**src/rtl/io_cfg_regs.svh**
```systemverilog
`ifndef IO_CFG_REGS_SVH
`define IO_CFG_REGS_SVH
// Functional notes
// - one polarity setting for every pin
// - each pin takes exactly one function
// - trigger pins idle unless cascading enabled
// - height teach sets pin beam range
// - per-pin inversion gives dark switching
// - evaluate beams after depth consistent cycles
// - filter depth above 255 rejected, kept
// - inversion and depth writable over bus
// - five display visibility levels
// - visibility off stays blank until press
// - dynamic dims bright to off over time
// - time unit 1 to 240, else rejected
// - five idle minutes leave configuration mode
// - static brightness inverts image every 15 minutes
// - five selectable interface languages
// - read-only product name, part, serial
// - beam numbers above 1774 rejected

// clock rate
`define CLK_HZ 20000000
// register byte offsets
`define OFS_CTRL 8'h00
`define OFS_PIN_CFG0 8'h04
`define OFS_PIN_BEAM0 8'h0C
`define OFS_FILTER 8'h14
`define OFS_DISP 8'h18
`define OFS_STATUS 8'h1C
`define OFS_INFO_ID 8'h20
`define OFS_INFO_SN 8'h24
`define OFS_INFO_NAME 8'h28
// field positions
`define CTRL_SINK_BIT 0
`define CTRL_CASC_BIT 1
`define CTRL_LANG_LSB 2
`define PIN_INV_BIT 3
`define PIN_OR_BIT 4
`define PIN_TEACH_BIT 8
`define BEAM_END_LSB 16
`define DISP_TU_LSB 8
// limits and reset values
`define BEAM_MAX 11'h6EE
`define DEPTH_MAX 9'h0FF
`define TU_MIN 9'h001
`define TU_MAX 9'h0F0
`define DEPTH_RST 8'h01
`define TU_RST 9'h00A
`define BEAM_START_RST 11'h001
`define BEAM_END_RST 11'h020
// times
`define TEACH_MIN_MS 20
`define TEACH_MAX_MS 80
`define CFG_IDLE_MIN 5
`define BURN_MIN 15
`endif

```
**src/rtl/lc_pkg.sv**
```systemverilog
package lc_pkg;
  typedef enum logic [2:0] {FN_TRIG_IN = 3'h0, FN_TEACH_IN = 3'h1, FN_AREA_OUT = 3'h2,
    FN_WARN_OUT = 3'h3, FN_TRIG_OUT = 3'h4} pin_func_t;
  typedef enum logic [2:0] {VIS_OFF = 3'h0, VIS_DARK = 3'h1, VIS_NORMAL = 3'h2,
    VIS_BRIGHT = 3'h3, VIS_DYNAMIC = 3'h4} vis_t;
  typedef enum logic [2:0] {LANG_EN = 3'h0, LANG_DE = 3'h1, LANG_FR = 3'h2,
    LANG_IT = 3'h3, LANG_ES = 3'h4} lang_t;
  typedef enum logic {PW_IDLE = 1'b0, PW_HIGH = 1'b1} pw_state_t;
  typedef struct packed {
    pw_state_t state;
    logic [31:0] cnt;
    logic fire;
  } pw_reg_t;
endpackage

```
**src/rtl/io_cfg_core.sv**
```systemverilog
`timescale 1ns/1ps
`include "io_cfg_regs.svh"
module io_cfg_core #(
  parameter int NPINS = 2,
  parameter int NBEAMS = 32,
  parameter int TEACH_MIN_CYC = (`CLK_HZ / 1000) * `TEACH_MIN_MS,
  parameter int TEACH_MAX_CYC = (`CLK_HZ / 1000) * `TEACH_MAX_MS,
  parameter int SEC_CYC = `CLK_HZ,
  parameter logic [31:0] PRODUCT_ID = 32'h0000_1234, // arbitrary value
  parameter logic [31:0] SERIAL_NO = 32'h0000_0001, // arbitrary value
  parameter logic [31:0] PRODUCT_NAME = 32'h4C43_0001 // arbitrary value
) (
  // clock and reset
  input wire logic i_mclk,
  input wire logic i_arst_n,
  // apb slave
  input wire logic i_psel,
  input wire logic i_penable,
  input wire logic i_pwrite,
  input wire logic [7:0] i_paddr,
  input wire logic [31:0] i_pwdata,
  output logic [31:0] o_prdata,
  output logic o_pready,
  output logic o_pslverr,
  // measurement results
  input wire logic i_meas_strobe,
  input wire logic [NBEAMS-1:0] i_beams,
  input wire logic i_warn,
  input wire logic i_trig_evt,
  // switching pins
  input wire logic [NPINS-1:0] i_pin,
  output logic [NPINS-1:0] o_pin,
  output logic [NPINS-1:0] o_pin_oe,
  // pin events
  output logic [NPINS-1:0] o_teach_req,
  output logic [NPINS-1:0] o_trig_in,
  // control panel and display
  input wire logic i_button,
  output logic [1:0] o_disp_level,
  output logic o_disp_invert,
  output logic o_cfg_mode,
  output logic [2:0] o_language
);
  localparam int CFG_IDLE_S = `CFG_IDLE_MIN * 60;
  localparam int BURN_S = `BURN_MIN * 60;

  typedef struct packed {
    logic sinking;
    logic casc;
    lc_pkg::lang_t lang;
    lc_pkg::pin_func_t [NPINS-1:0] func;
    logic [NPINS-1:0] inv;
    logic [NPINS-1:0] area_or;
    logic [NPINS-1:0][10:0] b_start;
    logic [NPINS-1:0][10:0] b_end;
    logic [7:0] depth;
    lc_pkg::vis_t vis;
    logic [8:0] tu;
    logic rejected;
    logic [31:0] rdata;
    logic [NPINS-1:0] pin;
    logic [NPINS-1:0] pin_oe;
    logic [NPINS-1:0] lin_prev;
    logic [NPINS-1:0] trig_in;
    logic [31:0] sec_div;
    logic [8:0] idle_s;
    logic cfg;
    logic wake;
    logic [9:0] burn_s;
    logic img_inv;
    logic [1:0] dyn_lvl;
    logic [8:0] dyn_acc;
    logic [1:0] level;
  } core_t;

  // reset image of the state record
  function automatic core_t rst_val();
    core_t r;
    r = '0;
    r.lang = lc_pkg::LANG_EN;
    for (int p = 0; p < NPINS; p++) begin
      r.func[p] = (p == 0) ? lc_pkg::FN_TEACH_IN : lc_pkg::FN_AREA_OUT;
      r.b_start[p] = `BEAM_START_RST;
      r.b_end[p] = `BEAM_END_RST;
    end
    r.depth = `DEPTH_RST;
    r.vis = lc_pkg::VIS_NORMAL;
    r.tu = `TU_RST;
    r.dyn_lvl = 2'h3;
    return r;
  endfunction

  // constant reset image, so the reset branch loads a plain constant
  localparam core_t RST_VAL = rst_val();

  // byte address of a per-pin register
  function automatic logic [7:0] pin_ofs(input logic [7:0] base, input int p);
    return base + 8'(4 * p);
  endfunction

  // and/or evaluation of the beams between two beam numbers
  function automatic logic area_hit(input logic [NBEAMS-1:0] b, input logic [10:0] s,
                                    input logic [10:0] e, input logic any);
    logic [10:0] lo;
    logic [10:0] hi;
    logic all_i;
    logic any_i;
    logic seen;
    lo = (s < e) ? s : e;
    hi = (s < e) ? e : s;
    all_i = 1'b1;
    any_i = 1'b0;
    seen = 1'b0;
    for (int k = 0; k < NBEAMS; k++) begin
      if (11'(k + 1) >= lo && 11'(k + 1) <= hi) begin
        seen = 1'b1;
        all_i = all_i & b[k];
        any_i = any_i | b[k];
      end
    end
    return any ? any_i : (all_i && seen);
  endfunction

  // number of the lowest or highest interrupted beam, zero if none
  function automatic logic [10:0] edge_beam(input logic [NBEAMS-1:0] b, input logic top);
    logic [10:0] r;
    r = 11'h000;
    for (int k = 0; k < NBEAMS; k++) begin
      if (b[k] && (top || r == 11'h000)) r = 11'(k + 1);
    end
    return r;
  endfunction

  logic [1:0] rst_sync;
  logic rst_n;
  core_t st, next_st;
  logic [NBEAMS-1:0] f_beams;
  logic f_stable;
  logic [NPINS-1:0] teach_en;
  logic [NPINS-1:0] teach_lvl;
  logic [31:0] rd_word;
  logic addr_hit;
  logic acc;
  logic wr;
  logic tick;

  // reset release through two flops
  always_ff @(posedge i_mclk or negedge i_arst_n) begin
    if (!i_arst_n) rst_sync <= 2'h0;
    else rst_sync <= {rst_sync[0], 1'b1};
  end
  assign rst_n = rst_sync[1];

  // beam stability filter
  beam_filter #(.NB(NBEAMS)) u_filter (
    .i_mclk(i_mclk),
    .i_rst_n(rst_n),
    .i_strobe(i_meas_strobe),
    .i_beams(i_beams),
    .i_depth(st.depth),
    .o_beams(f_beams),
    .o_stable(f_stable)
  );

  // teach pulse width check per pin
  for (genvar g = 0; g < NPINS; g++) begin : g_teach
    assign teach_en[g] = st.func[g] == lc_pkg::FN_TEACH_IN;
    assign teach_lvl[g] = i_pin[g] ^ st.sinking;
    pulse_window #(.MIN_CYC(TEACH_MIN_CYC), .MAX_CYC(TEACH_MAX_CYC)) u_pw (
      .i_mclk(i_mclk),
      .i_rst_n(rst_n),
      .i_en(teach_en[g]),
      .i_level(teach_lvl[g]),
      .o_fire(o_teach_req[g])
    );
  end

  // apb handshake: no wait cycle, reply in the access phase
  assign acc = i_psel && i_penable;
  assign wr = acc && i_pwrite;
  assign tick = st.sec_div == 32'(SEC_CYC - 1);

  // read decode
  always_comb begin
    rd_word = 32'h0000_0000;
    addr_hit = 1'b1;
    if (i_paddr == `OFS_CTRL) begin
      rd_word[`CTRL_SINK_BIT] = st.sinking;
      rd_word[`CTRL_CASC_BIT] = st.casc;
      rd_word[`CTRL_LANG_LSB +: 3] = st.lang;
    end else if (i_paddr == `OFS_FILTER) begin
      rd_word[7:0] = st.depth;
    end else if (i_paddr == `OFS_DISP) begin
      rd_word[2:0] = st.vis;
      rd_word[`DISP_TU_LSB +: 9] = st.tu;
    end else if (i_paddr == `OFS_STATUS) begin
      rd_word[5:0] = {st.rejected, st.level, st.img_inv, st.cfg, f_stable};
    end else if (i_paddr == `OFS_INFO_ID) begin
      rd_word = PRODUCT_ID;
    end else if (i_paddr == `OFS_INFO_SN) begin
      rd_word = SERIAL_NO;
    end else if (i_paddr == `OFS_INFO_NAME) begin
      rd_word = PRODUCT_NAME;
    end else begin
      addr_hit = 1'b0;
    end
    for (int p = 0; p < NPINS; p++) begin
      if (i_paddr == pin_ofs(`OFS_PIN_CFG0, p)) begin
        addr_hit = 1'b1;
        rd_word[2:0] = st.func[p];
        rd_word[`PIN_INV_BIT] = st.inv[p];
        rd_word[`PIN_OR_BIT] = st.area_or[p];
      end
      if (i_paddr == pin_ofs(`OFS_PIN_BEAM0, p)) begin
        addr_hit = 1'b1;
        rd_word[10:0] = st.b_start[p];
        rd_word[`BEAM_END_LSB +: 11] = st.b_end[p];
      end
    end
  end

  // next state of registers, pins and display
  always_comb begin
    logic act;
    logic is_out;
    logic lin;
    logic [10:0] bs;
    logic [10:0] be;
    logic [8:0] acc3;
    act = 1'b0;
    is_out = 1'b0;
    lin = 1'b0;
    bs = i_pwdata[10:0];
    be = i_pwdata[`BEAM_END_LSB +: 11];
    acc3 = st.dyn_acc + 9'h003;
    next_st = st;
    if (i_psel && !i_penable) next_st.rdata = rd_word;
    // register writes, each field checked before it is taken
    if (wr && i_paddr == `OFS_CTRL) begin
      if (i_pwdata[`CTRL_LANG_LSB +: 3] > 3'h4) begin
        next_st.rejected = 1'b1;
      end else begin
        next_st.rejected = 1'b0;
        next_st.sinking = i_pwdata[`CTRL_SINK_BIT];
        next_st.casc = i_pwdata[`CTRL_CASC_BIT];
        next_st.lang = lc_pkg::lang_t'(i_pwdata[`CTRL_LANG_LSB +: 3]);
      end
    end
    for (int p = 0; p < NPINS; p++) begin
      if (wr && i_paddr == pin_ofs(`OFS_PIN_CFG0, p)) begin
        if (i_pwdata[2:0] > 3'h4) begin
          next_st.rejected = 1'b1;
        end else begin
          next_st.rejected = 1'b0;
          next_st.func[p] = lc_pkg::pin_func_t'(i_pwdata[2:0]);
          next_st.inv[p] = i_pwdata[`PIN_INV_BIT];
          next_st.area_or[p] = i_pwdata[`PIN_OR_BIT];
          if (i_pwdata[`PIN_TEACH_BIT] && edge_beam(f_beams, 1'b0) != 11'h000) begin
            next_st.b_start[p] = edge_beam(f_beams, 1'b0);
            next_st.b_end[p] = edge_beam(f_beams, 1'b1);
          end
        end
      end
      if (wr && i_paddr == pin_ofs(`OFS_PIN_BEAM0, p)) begin
        if (bs > `BEAM_MAX || be > `BEAM_MAX) begin
          next_st.rejected = 1'b1;
        end else begin
          next_st.rejected = 1'b0;
          next_st.b_start[p] = bs;
          next_st.b_end[p] = be;
        end
      end
    end
    if (wr && i_paddr == `OFS_FILTER) begin
      if (i_pwdata[8:0] > `DEPTH_MAX) begin
        next_st.rejected = 1'b1;
      end else begin
        next_st.rejected = 1'b0;
        next_st.depth = i_pwdata[7:0];
      end
    end
    if (wr && i_paddr == `OFS_DISP) begin
      if (i_pwdata[2:0] > 3'h4 || i_pwdata[`DISP_TU_LSB +: 9] < `TU_MIN
          || i_pwdata[`DISP_TU_LSB +: 9] > `TU_MAX) begin
        next_st.rejected = 1'b1;
      end else begin
        next_st.rejected = 1'b0;
        next_st.vis = lc_pkg::vis_t'(i_pwdata[2:0]);
        next_st.tu = i_pwdata[`DISP_TU_LSB +: 9];
        next_st.dyn_lvl = 2'h3;
        next_st.dyn_acc = 9'h000;
        next_st.burn_s = 10'h000;
        next_st.img_inv = 1'b0;
      end
    end
    // switching pins: function, inversion, then polarity
    for (int p = 0; p < NPINS; p++) begin
      unique case (st.func[p])
        lc_pkg::FN_AREA_OUT: begin
          is_out = 1'b1;
          act = area_hit(f_beams, st.b_start[p], st.b_end[p], st.area_or[p]);
        end
        lc_pkg::FN_WARN_OUT: begin
          is_out = 1'b1;
          act = i_warn;
        end
        lc_pkg::FN_TRIG_OUT: begin
          is_out = 1'b1;
          act = st.casc && i_trig_evt;
        end
        default: begin
          is_out = 1'b0;
          act = 1'b0;
        end
      endcase
      next_st.pin_oe[p] = is_out;
      next_st.pin[p] = is_out && (act ^ st.inv[p] ^ st.sinking);
      lin = i_pin[p] ^ st.sinking;
      next_st.lin_prev[p] = lin;
      next_st.trig_in[p] = st.casc && st.func[p] == lc_pkg::FN_TRIG_IN
                           && lin && !st.lin_prev[p];
    end
    // seconds timebase, configuration idle and dimming
    next_st.sec_div = tick ? 32'h0 : st.sec_div + 32'h1;
    if (i_button) begin
      next_st.cfg = 1'b1;
      next_st.wake = 1'b1;
      next_st.idle_s = 9'h000;
      next_st.dyn_lvl = 2'h3;
      next_st.dyn_acc = 9'h000;
    end else if (tick) begin
      if (st.idle_s != 9'(CFG_IDLE_S)) next_st.idle_s = st.idle_s + 9'h001;
      if (st.cfg && st.idle_s == 9'(CFG_IDLE_S - 1)) begin
        next_st.cfg = 1'b0;
        next_st.wake = 1'b0;
      end
      if (st.vis == lc_pkg::VIS_DYNAMIC && st.dyn_lvl != 2'h0) begin
        if (acc3 >= st.tu) begin
          next_st.dyn_acc = acc3 - st.tu;
          next_st.dyn_lvl = st.dyn_lvl - 2'h1;
        end else begin
          next_st.dyn_acc = acc3;
        end
      end
    end
    // burn-in protection for the fixed levels
    if (st.vis == lc_pkg::VIS_DARK || st.vis == lc_pkg::VIS_NORMAL
        || st.vis == lc_pkg::VIS_BRIGHT) begin
      if (tick) begin
        if (st.burn_s == 10'(BURN_S - 1)) begin
          next_st.burn_s = 10'h000;
          next_st.img_inv = !st.img_inv;
        end else begin
          next_st.burn_s = st.burn_s + 10'h001;
        end
      end
    end else begin
      next_st.burn_s = 10'h000;
      next_st.img_inv = 1'b0;
    end
    // brightness shown for the visibility setting
    unique case (st.vis)
      lc_pkg::VIS_OFF: next_st.level = st.wake ? 2'h2 : 2'h0;
      lc_pkg::VIS_DARK: next_st.level = 2'h1;
      lc_pkg::VIS_NORMAL: next_st.level = 2'h2;
      lc_pkg::VIS_BRIGHT: next_st.level = 2'h3;
      lc_pkg::VIS_DYNAMIC: next_st.level = st.dyn_lvl;
      default: next_st.level = 2'h0;
    endcase
  end

  // state register
  always_ff @(posedge i_mclk or negedge rst_n) begin
    if (!rst_n) st <= RST_VAL;
    else st <= next_st;
  end

  // outputs
  assign o_prdata = st.rdata;
  assign o_pready = acc;
  assign o_pslverr = acc && !addr_hit;
  assign o_pin = st.pin;
  assign o_pin_oe = st.pin_oe;
  assign o_trig_in = st.trig_in;
  assign o_disp_level = st.level;
  assign o_disp_invert = st.img_inv;
  assign o_cfg_mode = st.cfg;
  assign o_language = st.lang;
endmodule // io_cfg_core

```
**src/rtl/pulse_window.sv**
```systemverilog
`timescale 1ns/1ps
module pulse_window #(
  parameter int MIN_CYC = 400000,
  parameter int MAX_CYC = 1600000
) (
  // clock and reset
  input wire logic i_mclk,
  input wire logic i_rst_n,
  // level to measure
  input wire logic i_en,
  input wire logic i_level,
  // accepted pulse
  output logic o_fire
);
  lc_pkg::pw_reg_t st, next_st;

  // time the high phase, accept only strictly inside the window
  always_comb begin
    next_st = st;
    next_st.fire = 1'b0;
    unique case (st.state)
      lc_pkg::PW_IDLE: begin
        next_st.cnt = 32'h1;
        if (i_en && i_level) next_st.state = lc_pkg::PW_HIGH;
      end
      lc_pkg::PW_HIGH: begin
        if (!i_en) begin
          next_st.state = lc_pkg::PW_IDLE;
        end else if (i_level) begin
          if (st.cnt < 32'(MAX_CYC)) next_st.cnt = st.cnt + 32'h1;
        end else begin
          next_st.fire = (st.cnt > 32'(MIN_CYC)) && (st.cnt < 32'(MAX_CYC));
          next_st.state = lc_pkg::PW_IDLE;
        end
      end
    endcase
  end

  // state register
  always_ff @(posedge i_mclk or negedge i_rst_n) begin
    if (!i_rst_n) st <= '0;
    else st <= next_st;
  end

  assign o_fire = st.fire;
endmodule // pulse_window

```
**src/rtl/beam_filter.sv**
```systemverilog
`timescale 1ns/1ps
module beam_filter #(
  parameter int NB = 32
) (
  // clock and reset
  input wire logic i_mclk,
  input wire logic i_rst_n,
  // raw beam states per measurement cycle
  input wire logic i_strobe,
  input wire logic [NB-1:0] i_beams,
  input wire logic [7:0] i_depth,
  // evaluated beam states
  output logic [NB-1:0] o_beams,
  output logic o_stable
);
  typedef struct packed {
    logic [NB-1:0] prev;
    logic [NB-1:0] beams;
    logic [7:0] run;
    logic stable;
  } filt_t;
  filt_t st, next_st;

  // count identical cycles, pass beams once the run reaches the depth
  always_comb begin
    next_st = st;
    if (i_strobe) begin
      if (i_beams != st.prev) begin
        next_st.prev = i_beams;
        next_st.run = 8'h01;
      end else if (st.run != 8'hFF) begin
        next_st.run = st.run + 8'h01;
      end
      next_st.stable = next_st.run >= i_depth;
      if (next_st.stable) next_st.beams = i_beams;
    end
  end

  // state register
  always_ff @(posedge i_mclk or negedge i_rst_n) begin
    if (!i_rst_n) st <= '0;
    else st <= next_st;
  end

  assign o_beams = st.beams;
  assign o_stable = st.stable;
endmodule // beam_filter

```
**config.mk**
```make
export PLATFORM = sky130hd
export DESIGN_NAME = io_cfg_core
export DESIGN_NICKNAME = d
export VERILOG_FILES = /design/src/rtl/lc_pkg.sv /design/src/rtl/io_cfg_core.sv /design/src/rtl/pulse_window.sv /design/src/rtl/beam_filter.sv
export VERILOG_INCLUDE_DIRS = /design/src /design/src/rtl
export SDC_FILE = /design/constraint.sdc
export NUM_CORES = 1
export LEC_CHECK = 0
export ABC_AREA = 1
export BUFFER_PORTS_ARGS = -buffer_cell sky130_fd_sc_hd__buf_2
export CORE_UTILIZATION = 25
export CTS_CLUSTER_SIZE = 14
export DETAILED_ROUTE_END_ITERATION = 10
export HOLD_SLACK_MARGIN = 0.12
export SYNTH_ARGS = -nofsm -noshare
export SYNTH_HDL_FRONTEND = slang
export SYNTH_SLANG_ARGS = --single-unit
```
**constraint.sdc**
```tcl
create_clock -name i_mclk -period 12.1 [get_ports i_mclk]
set_clock_uncertainty 0.1 [all_clocks]
set_input_delay 1.815 -clock i_mclk [delete_from_list [all_inputs] [get_ports i_mclk]]
set_output_delay 1.815 -clock i_mclk [all_outputs]
set_load 0.05 [all_outputs]
```
-- Word level (Yosys, flattened, before mapping)
Cells that the tools add are included.
- $lt $le $gt $ge: 143
- muxes and demuxes: 935
- reduce and logical (&&, ||, !) cells: 377
- bitwise gates (word level): 136
- eq/ne operators: 36
- $add $sub $neg: 9
- operators by type and width (kind ; count):
    $mux 11 ; 534
    $logic_not 11->1 ; 124
    $mux 1 ; 359
    $ge 5x11->1 const A ; 32
    $le 5x11->1 const A ; 32
    $mux 32 ; 9
    $logic_and 1x1->1 ; 218
    $ge 4x11->1 const A ; 16
    $le 4x11->1 const A ; 16
    $pmux 33 s2 ; 2
    $add 32x1->32 const B ; 3
    $mux 31 ; 3
    $ge 3x11->1 const A ; 8
    $le 3x11->1 const A ; 8
    $mux 33 ; 2
    $gt 32x19->1 const B ; 2
    $lt 32x21->1 const B ; 2
    $and 1x1->1 ; 62
    $or 1x1->1 ; 62
    $ge 2x11->1 const A ; 4
    $le 2x11->1 const A ; 4
    $mux 22 ; 2
    $eq 32x25->1 const B ; 1
    $eq 8x5->1 const B ; 4
    other kinds (56) ; 127
- register bits: 330
- input port bits: 83
- word-level logic and storage cells: 1678
- output and inout port bits: 49

-- Logic depth before layout (Yosys ltp)
- word-level depth: 352
- mapped depth: 52
- gate-level depth less buffers: 51

-- By module
A second synthesis with hierarchy kept.
- cells, all modules: 3341
- area, all modules: 22933.2 sq um
- modules (own cells, without submodules) (module ; seq. area each (sq um) ; cells an instance ; times used ; area each (sq um)):
    io_cfg_core ; 4619.4 ; 2175 ; 1 ; 14505.2
    beam_filter ; 1826.8 ; 508 ; 1 ; 4011.3
    pulse_window (g_teach[1].u_pw) ; 850.8 ; 338 ; 1 ; 2264.7
    pulse_window (g_teach[0].u_pw) ; 850.8 ; 320 ; 1 ; 2152.1

-- Worst setup path before layout
OpenSTA, ideal clock, no wires.
- path type: input to output
- from: input port i_paddr[1]
- to: output port o_pslverr
- path buffers: 1
- data arrival time: 4.024 ns
- stages on the path: 9
- required time: 10.185 ns
- path slack: 6.161 ns
- path through: nor2_1 inv_1 nor2_1 inv_1 nor2_1 nand2_1 clkbuf_1 nand4_1 nor4_1
- cells in the longest elaborated chain, start to end: 14
- elaborated cells on any way between the ends: 24
- those cells by class: eq/ne: 10; mux: 11; reduce/logical: 3
- ends and longest elaborated chain (element ; line ; source):
    from (decl) ; io_cfg_core.sv:20 ; input wire logic [7:0] i_paddr,
    $eq 8x6->1 (no line) ; -- ;
    $mux 1 ; io_cfg_core.sv:202 ; end else if (i_paddr == `OFS_INFO_NAME) begin
    $mux 1 ; io_cfg_core.sv:200 ; end else if (i_paddr == `OFS_INFO_SN) begin
    $mux 1 ; io_cfg_core.sv:198 ; end else if (i_paddr == `OFS_INFO_ID) begin
    $mux 1 ; io_cfg_core.sv:196 ; end else if (i_paddr == `OFS_STATUS) begin
    $mux 1 ; io_cfg_core.sv:193 ; end else if (i_paddr == `OFS_DISP) begin
    $mux 1 ; io_cfg_core.sv:191 ; end else if (i_paddr == `OFS_FILTER) begin
    $mux 1 ; io_cfg_core.sv:187 ; if (i_paddr == `OFS_CTRL) begin
    $mux 1 ; io_cfg_core.sv:208 ; if (i_paddr == pin_ofs(`OFS_PIN_CFG0, p)) begin
    $mux 1 ; io_cfg_core.sv:214 ; if (i_paddr == pin_ofs(`OFS_PIN_BEAM0, p)) begin
    $mux 1 ; io_cfg_core.sv:208 ;
    $mux 1 * ; io_cfg_core.sv:214 ;
    $logic_not 1->1 * ; io_cfg_core.sv:381 ; assign o_pslverr = acc && !addr_hit;
    $logic_and 1x1->1 * ; io_cfg_core.sv:381 ;
    to (decl) ; io_cfg_core.sv:24 ; output logic o_pslverr,
Every way passes the cells marked *; elsewhere a longest branch is shown, timed or not.

==> flow_summary.ini <==
[detailed_routing]
drtIter0Drc = 1961
vias = 20368
wl_mm = 69.86
viasPerCell = 4.853
drc = 0
first_pass_iters = 6
post_drt_wl_per_cell_um = 16.64
antenna_left = 0

[final_layout]
fillers = 9162
fin_cells = 4197
n_antenna_cell = 0
area_growth_pct = 13.96
drive_gt1_frac = 0.09272
nets = 3166

[timing]
worst_pin_slew_ns = 1.127
hold_viol = 0
setup_violations = 0
period_share = 0.5641
rsz0062_at_grt = no
fmax_ghz = 0.1465
period_minus_slack_ns = 6.825
setup_tns_ns = 0
whs_ns = 0.1135
slew_headroom = 0.2443
slew_violations = 0

[synth]
synth_top_family_by_area = simple AND/OR/NAND/NOR gates
synthCells = 2972
synth-seq-cells = 325
yosys_most_used_dff = dfrtp_1
synth_edf_count = 0
synth-xor-area-share = 0.02152
synth_compound_area_frac = 0.1800
netlist_area_um2 = 21170
seq_area_frac_synth = 0.3849
synthMuxAreaShare = 0
synth_cell_types = 57
synthSimpleGateAreaFrac = 0.2599
async_reset_ff_frac = 1.000
synth-adder-area-share = 0.02873
avgSynthCellArea_um2 = 7.122
yosysWarningCount = 0

[grt]
antenna_found_initial = 13
grt_pass1_vias = 18799
grt_pass1_wl_mm = 108.3
grt_start_max_net_pins = 158
grt_usage = 0.1600
grt-ovfl-total = 0

[worst_setup_path]
critPathBufInv = 6
cp_slowest_cell = nor2_1
max_stage_delay_ns = 0.63
crit_family = simple AND/OR/NAND/NOR gates
worst_path_most_repeated_cell = inv_1
crit_path_end_kind = register
crit_arrival_ns = 7.23
cp-start-kind = register
crit_type = reg -> reg
required_ns = 12.51
cp_max_fo = 30

[clock_network]
clk_path_buf_depth = 3
ctsHtreeMaxLevel = 2
cts_hold_buf = 0
insertion_delay_ns = 0.57
cts_resized = 0
cts.sinks = 325
cts_setup_buffers = 0
clkTransAtPathRegs_ns = 0.06
cts_buffers = 38
cts_tree = done
clock-root-buffer = clkbuf_16

[floorplanning]
rows = 106
ioPinCount = 132
start_util = 0.2529
coreArea_um2 = 83690
die_w_um = 293.0
die_h_um = 293.0
dieArea_um2 = 85830

[job]
max_cap_violations = 0

[place]
placed_cells = 4129
place_congestion = 0.9494
portBuffers = 123
hpwlAfterDp_mm = 53.84

[hold_path]
hold_class = reg -> async

[pwr]
power.switching_uw = 1047
powerDensity_nw_per_um2 = 130.2
comb_power_share = 0.220
seqPwrFrac = 0.371
p_clk_frac = 0.410
swShare = 0.3336
leakage_uw = 0.01107
ir_worst_vdd_mv = 0.09614
p_int_uw = 2092

[status]
status = finished, final reports clean
[cells in the mapped netlist, types with 6 or more instances]
cell type | count | area (µm²)
or2_2 | 11 | 68.82
o21ai_0 | 286 | 1431
ha_1 | 47 | 588.1
nor4_1 | 44 | 275.3
a21oi_1 | 166 | 830.8
o21a_1 | 8 | 60.06
clkbuf_1 | 64 | 240.2
xnor2_1 | 31 | 271.5
o221ai_1 | 7 | 61.31
nand4_1 | 73 | 456.7
nand3_2 | 8 | 80.08
nor3b_1 | 6 | 45.04
o31ai_1 | 9 | 67.56
xor2_1 | 21 | 183.9
clkinv_1 | 7 | 26.28
dfrtp_1 | 313 | 7833
buf_4 | 47 | 352.8
nor2_1 | 314 | 1179
nand3_1 | 154 | 770.7
inv_1 | 514 | 1929
a2111oi_0 | 9 | 78.83
o21ai_1 | 26 | 130.1
a31oi_1 | 10 | 62.56
nor2_4 | 6 | 67.56
o2111ai_1 | 12 | 105.1
nor2_2 | 10 | 62.56
nor3_1 | 82 | 410.4
o211ai_1 | 23 | 172.7
nand2_2 | 11 | 68.82
nand2_1 | 501 | 1881
inv_2 | 14 | 52.55
o22ai_1 | 31 | 193.9
a221oi_1 | 19 | 166.4
dfstp_2 | 12 | 315.3
a211oi_1 | 32 | 240.2
[layout make-up]
| type | count | area (µm²) | area share |
|---|---|---|---|
| Timing Repair Buffer | 137 | 733.2 | 0.03040 |
| Clock buffer | 51 | 1080 | 0.04476 |
| Clock inverter | 17 | 316.6 | 0.01312 |
| Multi-Input combinational cell | 1998 | 10410 | 0.4317 |
| Tap cell | 1134 | 1419 | 0.05882 |
| Inverter | 535 | 2008 | 0.08325 |
| Sequential cell | 325 | 8152 | 0.3379 |
[power by group through the flow]
stage               Combinational [µW]  Clock [µW]  Sequential, µW
floorplan                          465           0            1170
global placement                   683           0            1180
detailed placement                 674           0            1180
CTS                                678        1320            1160
global route                       758        1350            1170
finish                             690        1290            1160
[placed cells by master, fill, tap and decap left out, drive strengths merged, types with 3 or more instances in the layout]
cell type / synthesis / final
dfrtp: 313 / 313
bufinv: 0 / 7
o31ai: 9 / 9
inv: 528 / 531
a31oi: 11 / 11
o22ai: 31 / 31
a211oi: 32 / 32
nand4: 74 / 74
clkinv: 7 / 14
o311ai: 3 / 3
or2: 11 / 11
a2111oi: 9 / 9
nand2: 512 / 512
o21ai: 312 / 312
nand3: 165 / 165
nand3b: 5 / 5
o211ai: 25 / 25
xnor2: 31 / 31
conb: 2 / 4
o21a: 8 / 8
a21oi: 166 / 166
buf: 52 / 137
o221ai: 7 / 7
nor2: 330 / 330
xor2: 21 / 21
nor3b: 6 / 6
o41ai: 4 / 4
clkbuf: 64 / 51
a221oi: 19 / 19
o2111ai: 12 / 12
ha: 47 / 47
dfstp: 12 / 12
nor3: 82 / 82
a41oi: 4 / 4
nor4: 44 / 44
[final timing paths]
path	from	to	slack (ns)	cells past startpoint
max in group asynchronous	rst_sync[1]	g_teach[0].u_pw.st[27]	10.51	1
hold reg to reg	rst_sync[1]	st[57]	0.11	0
setup / recovery	st[149]	o_pin[1]	5.27	29
hold / removal	rst_sync[1]	st[57]	0.11	0
setup reg to reg	st[149]	o_pin[1]	5.27	29
min in group i_mclk	rst_sync[0]	rst_sync[1]	0.25	0
[metal layers]
metal / track usage / up-vias / share of wire
met4: 0.05146 / 14 / 0.029
met5: 0 / - / 0.0011
met1: 0.2223 / 9549 / 0.46
met3: 0.03056 / 130 / 0.072
met2: 0.2484 / 722 / 0.44
li1: - / 9953 / -
[state kept, by name, summed over array words and instances (netlist names), 3 cells and up]
register and cells:
st 141, g_teach.u_pw.st 66, u_filter.o_beams 32, u_filter.st 40, o_language 3, o_prdata 28
[logic make-up (layout without fill, tap and decap cells)]
kind of cell / Yosys count / in the layout
and+or+nand+nor: 1234 / 1234
AOI/OAI and AO/OA: 660 / 660
buffers and inverters: 651 / 740
DFF: 325 / 325
xor gates and xnor gates: 52 / 52
adders and majority gates: 48 / 48
other: 2 / 4
[per-stage QoR]
step                total power [µW]  worst slack (ns)    util  area, µm²
floorplan                       1637             2.293       -      21170
global placement                1864             5.402  0.2716      22730
detailed placement              1856             5.425  0.2716      22730
CTS                             3156             5.382  0.2882      24120
global route                    3277             4.594  0.2882      24120
finish                          3140             5.275  0.2882      24120
No activity file was read; power rests on OpenSTA's default activity.
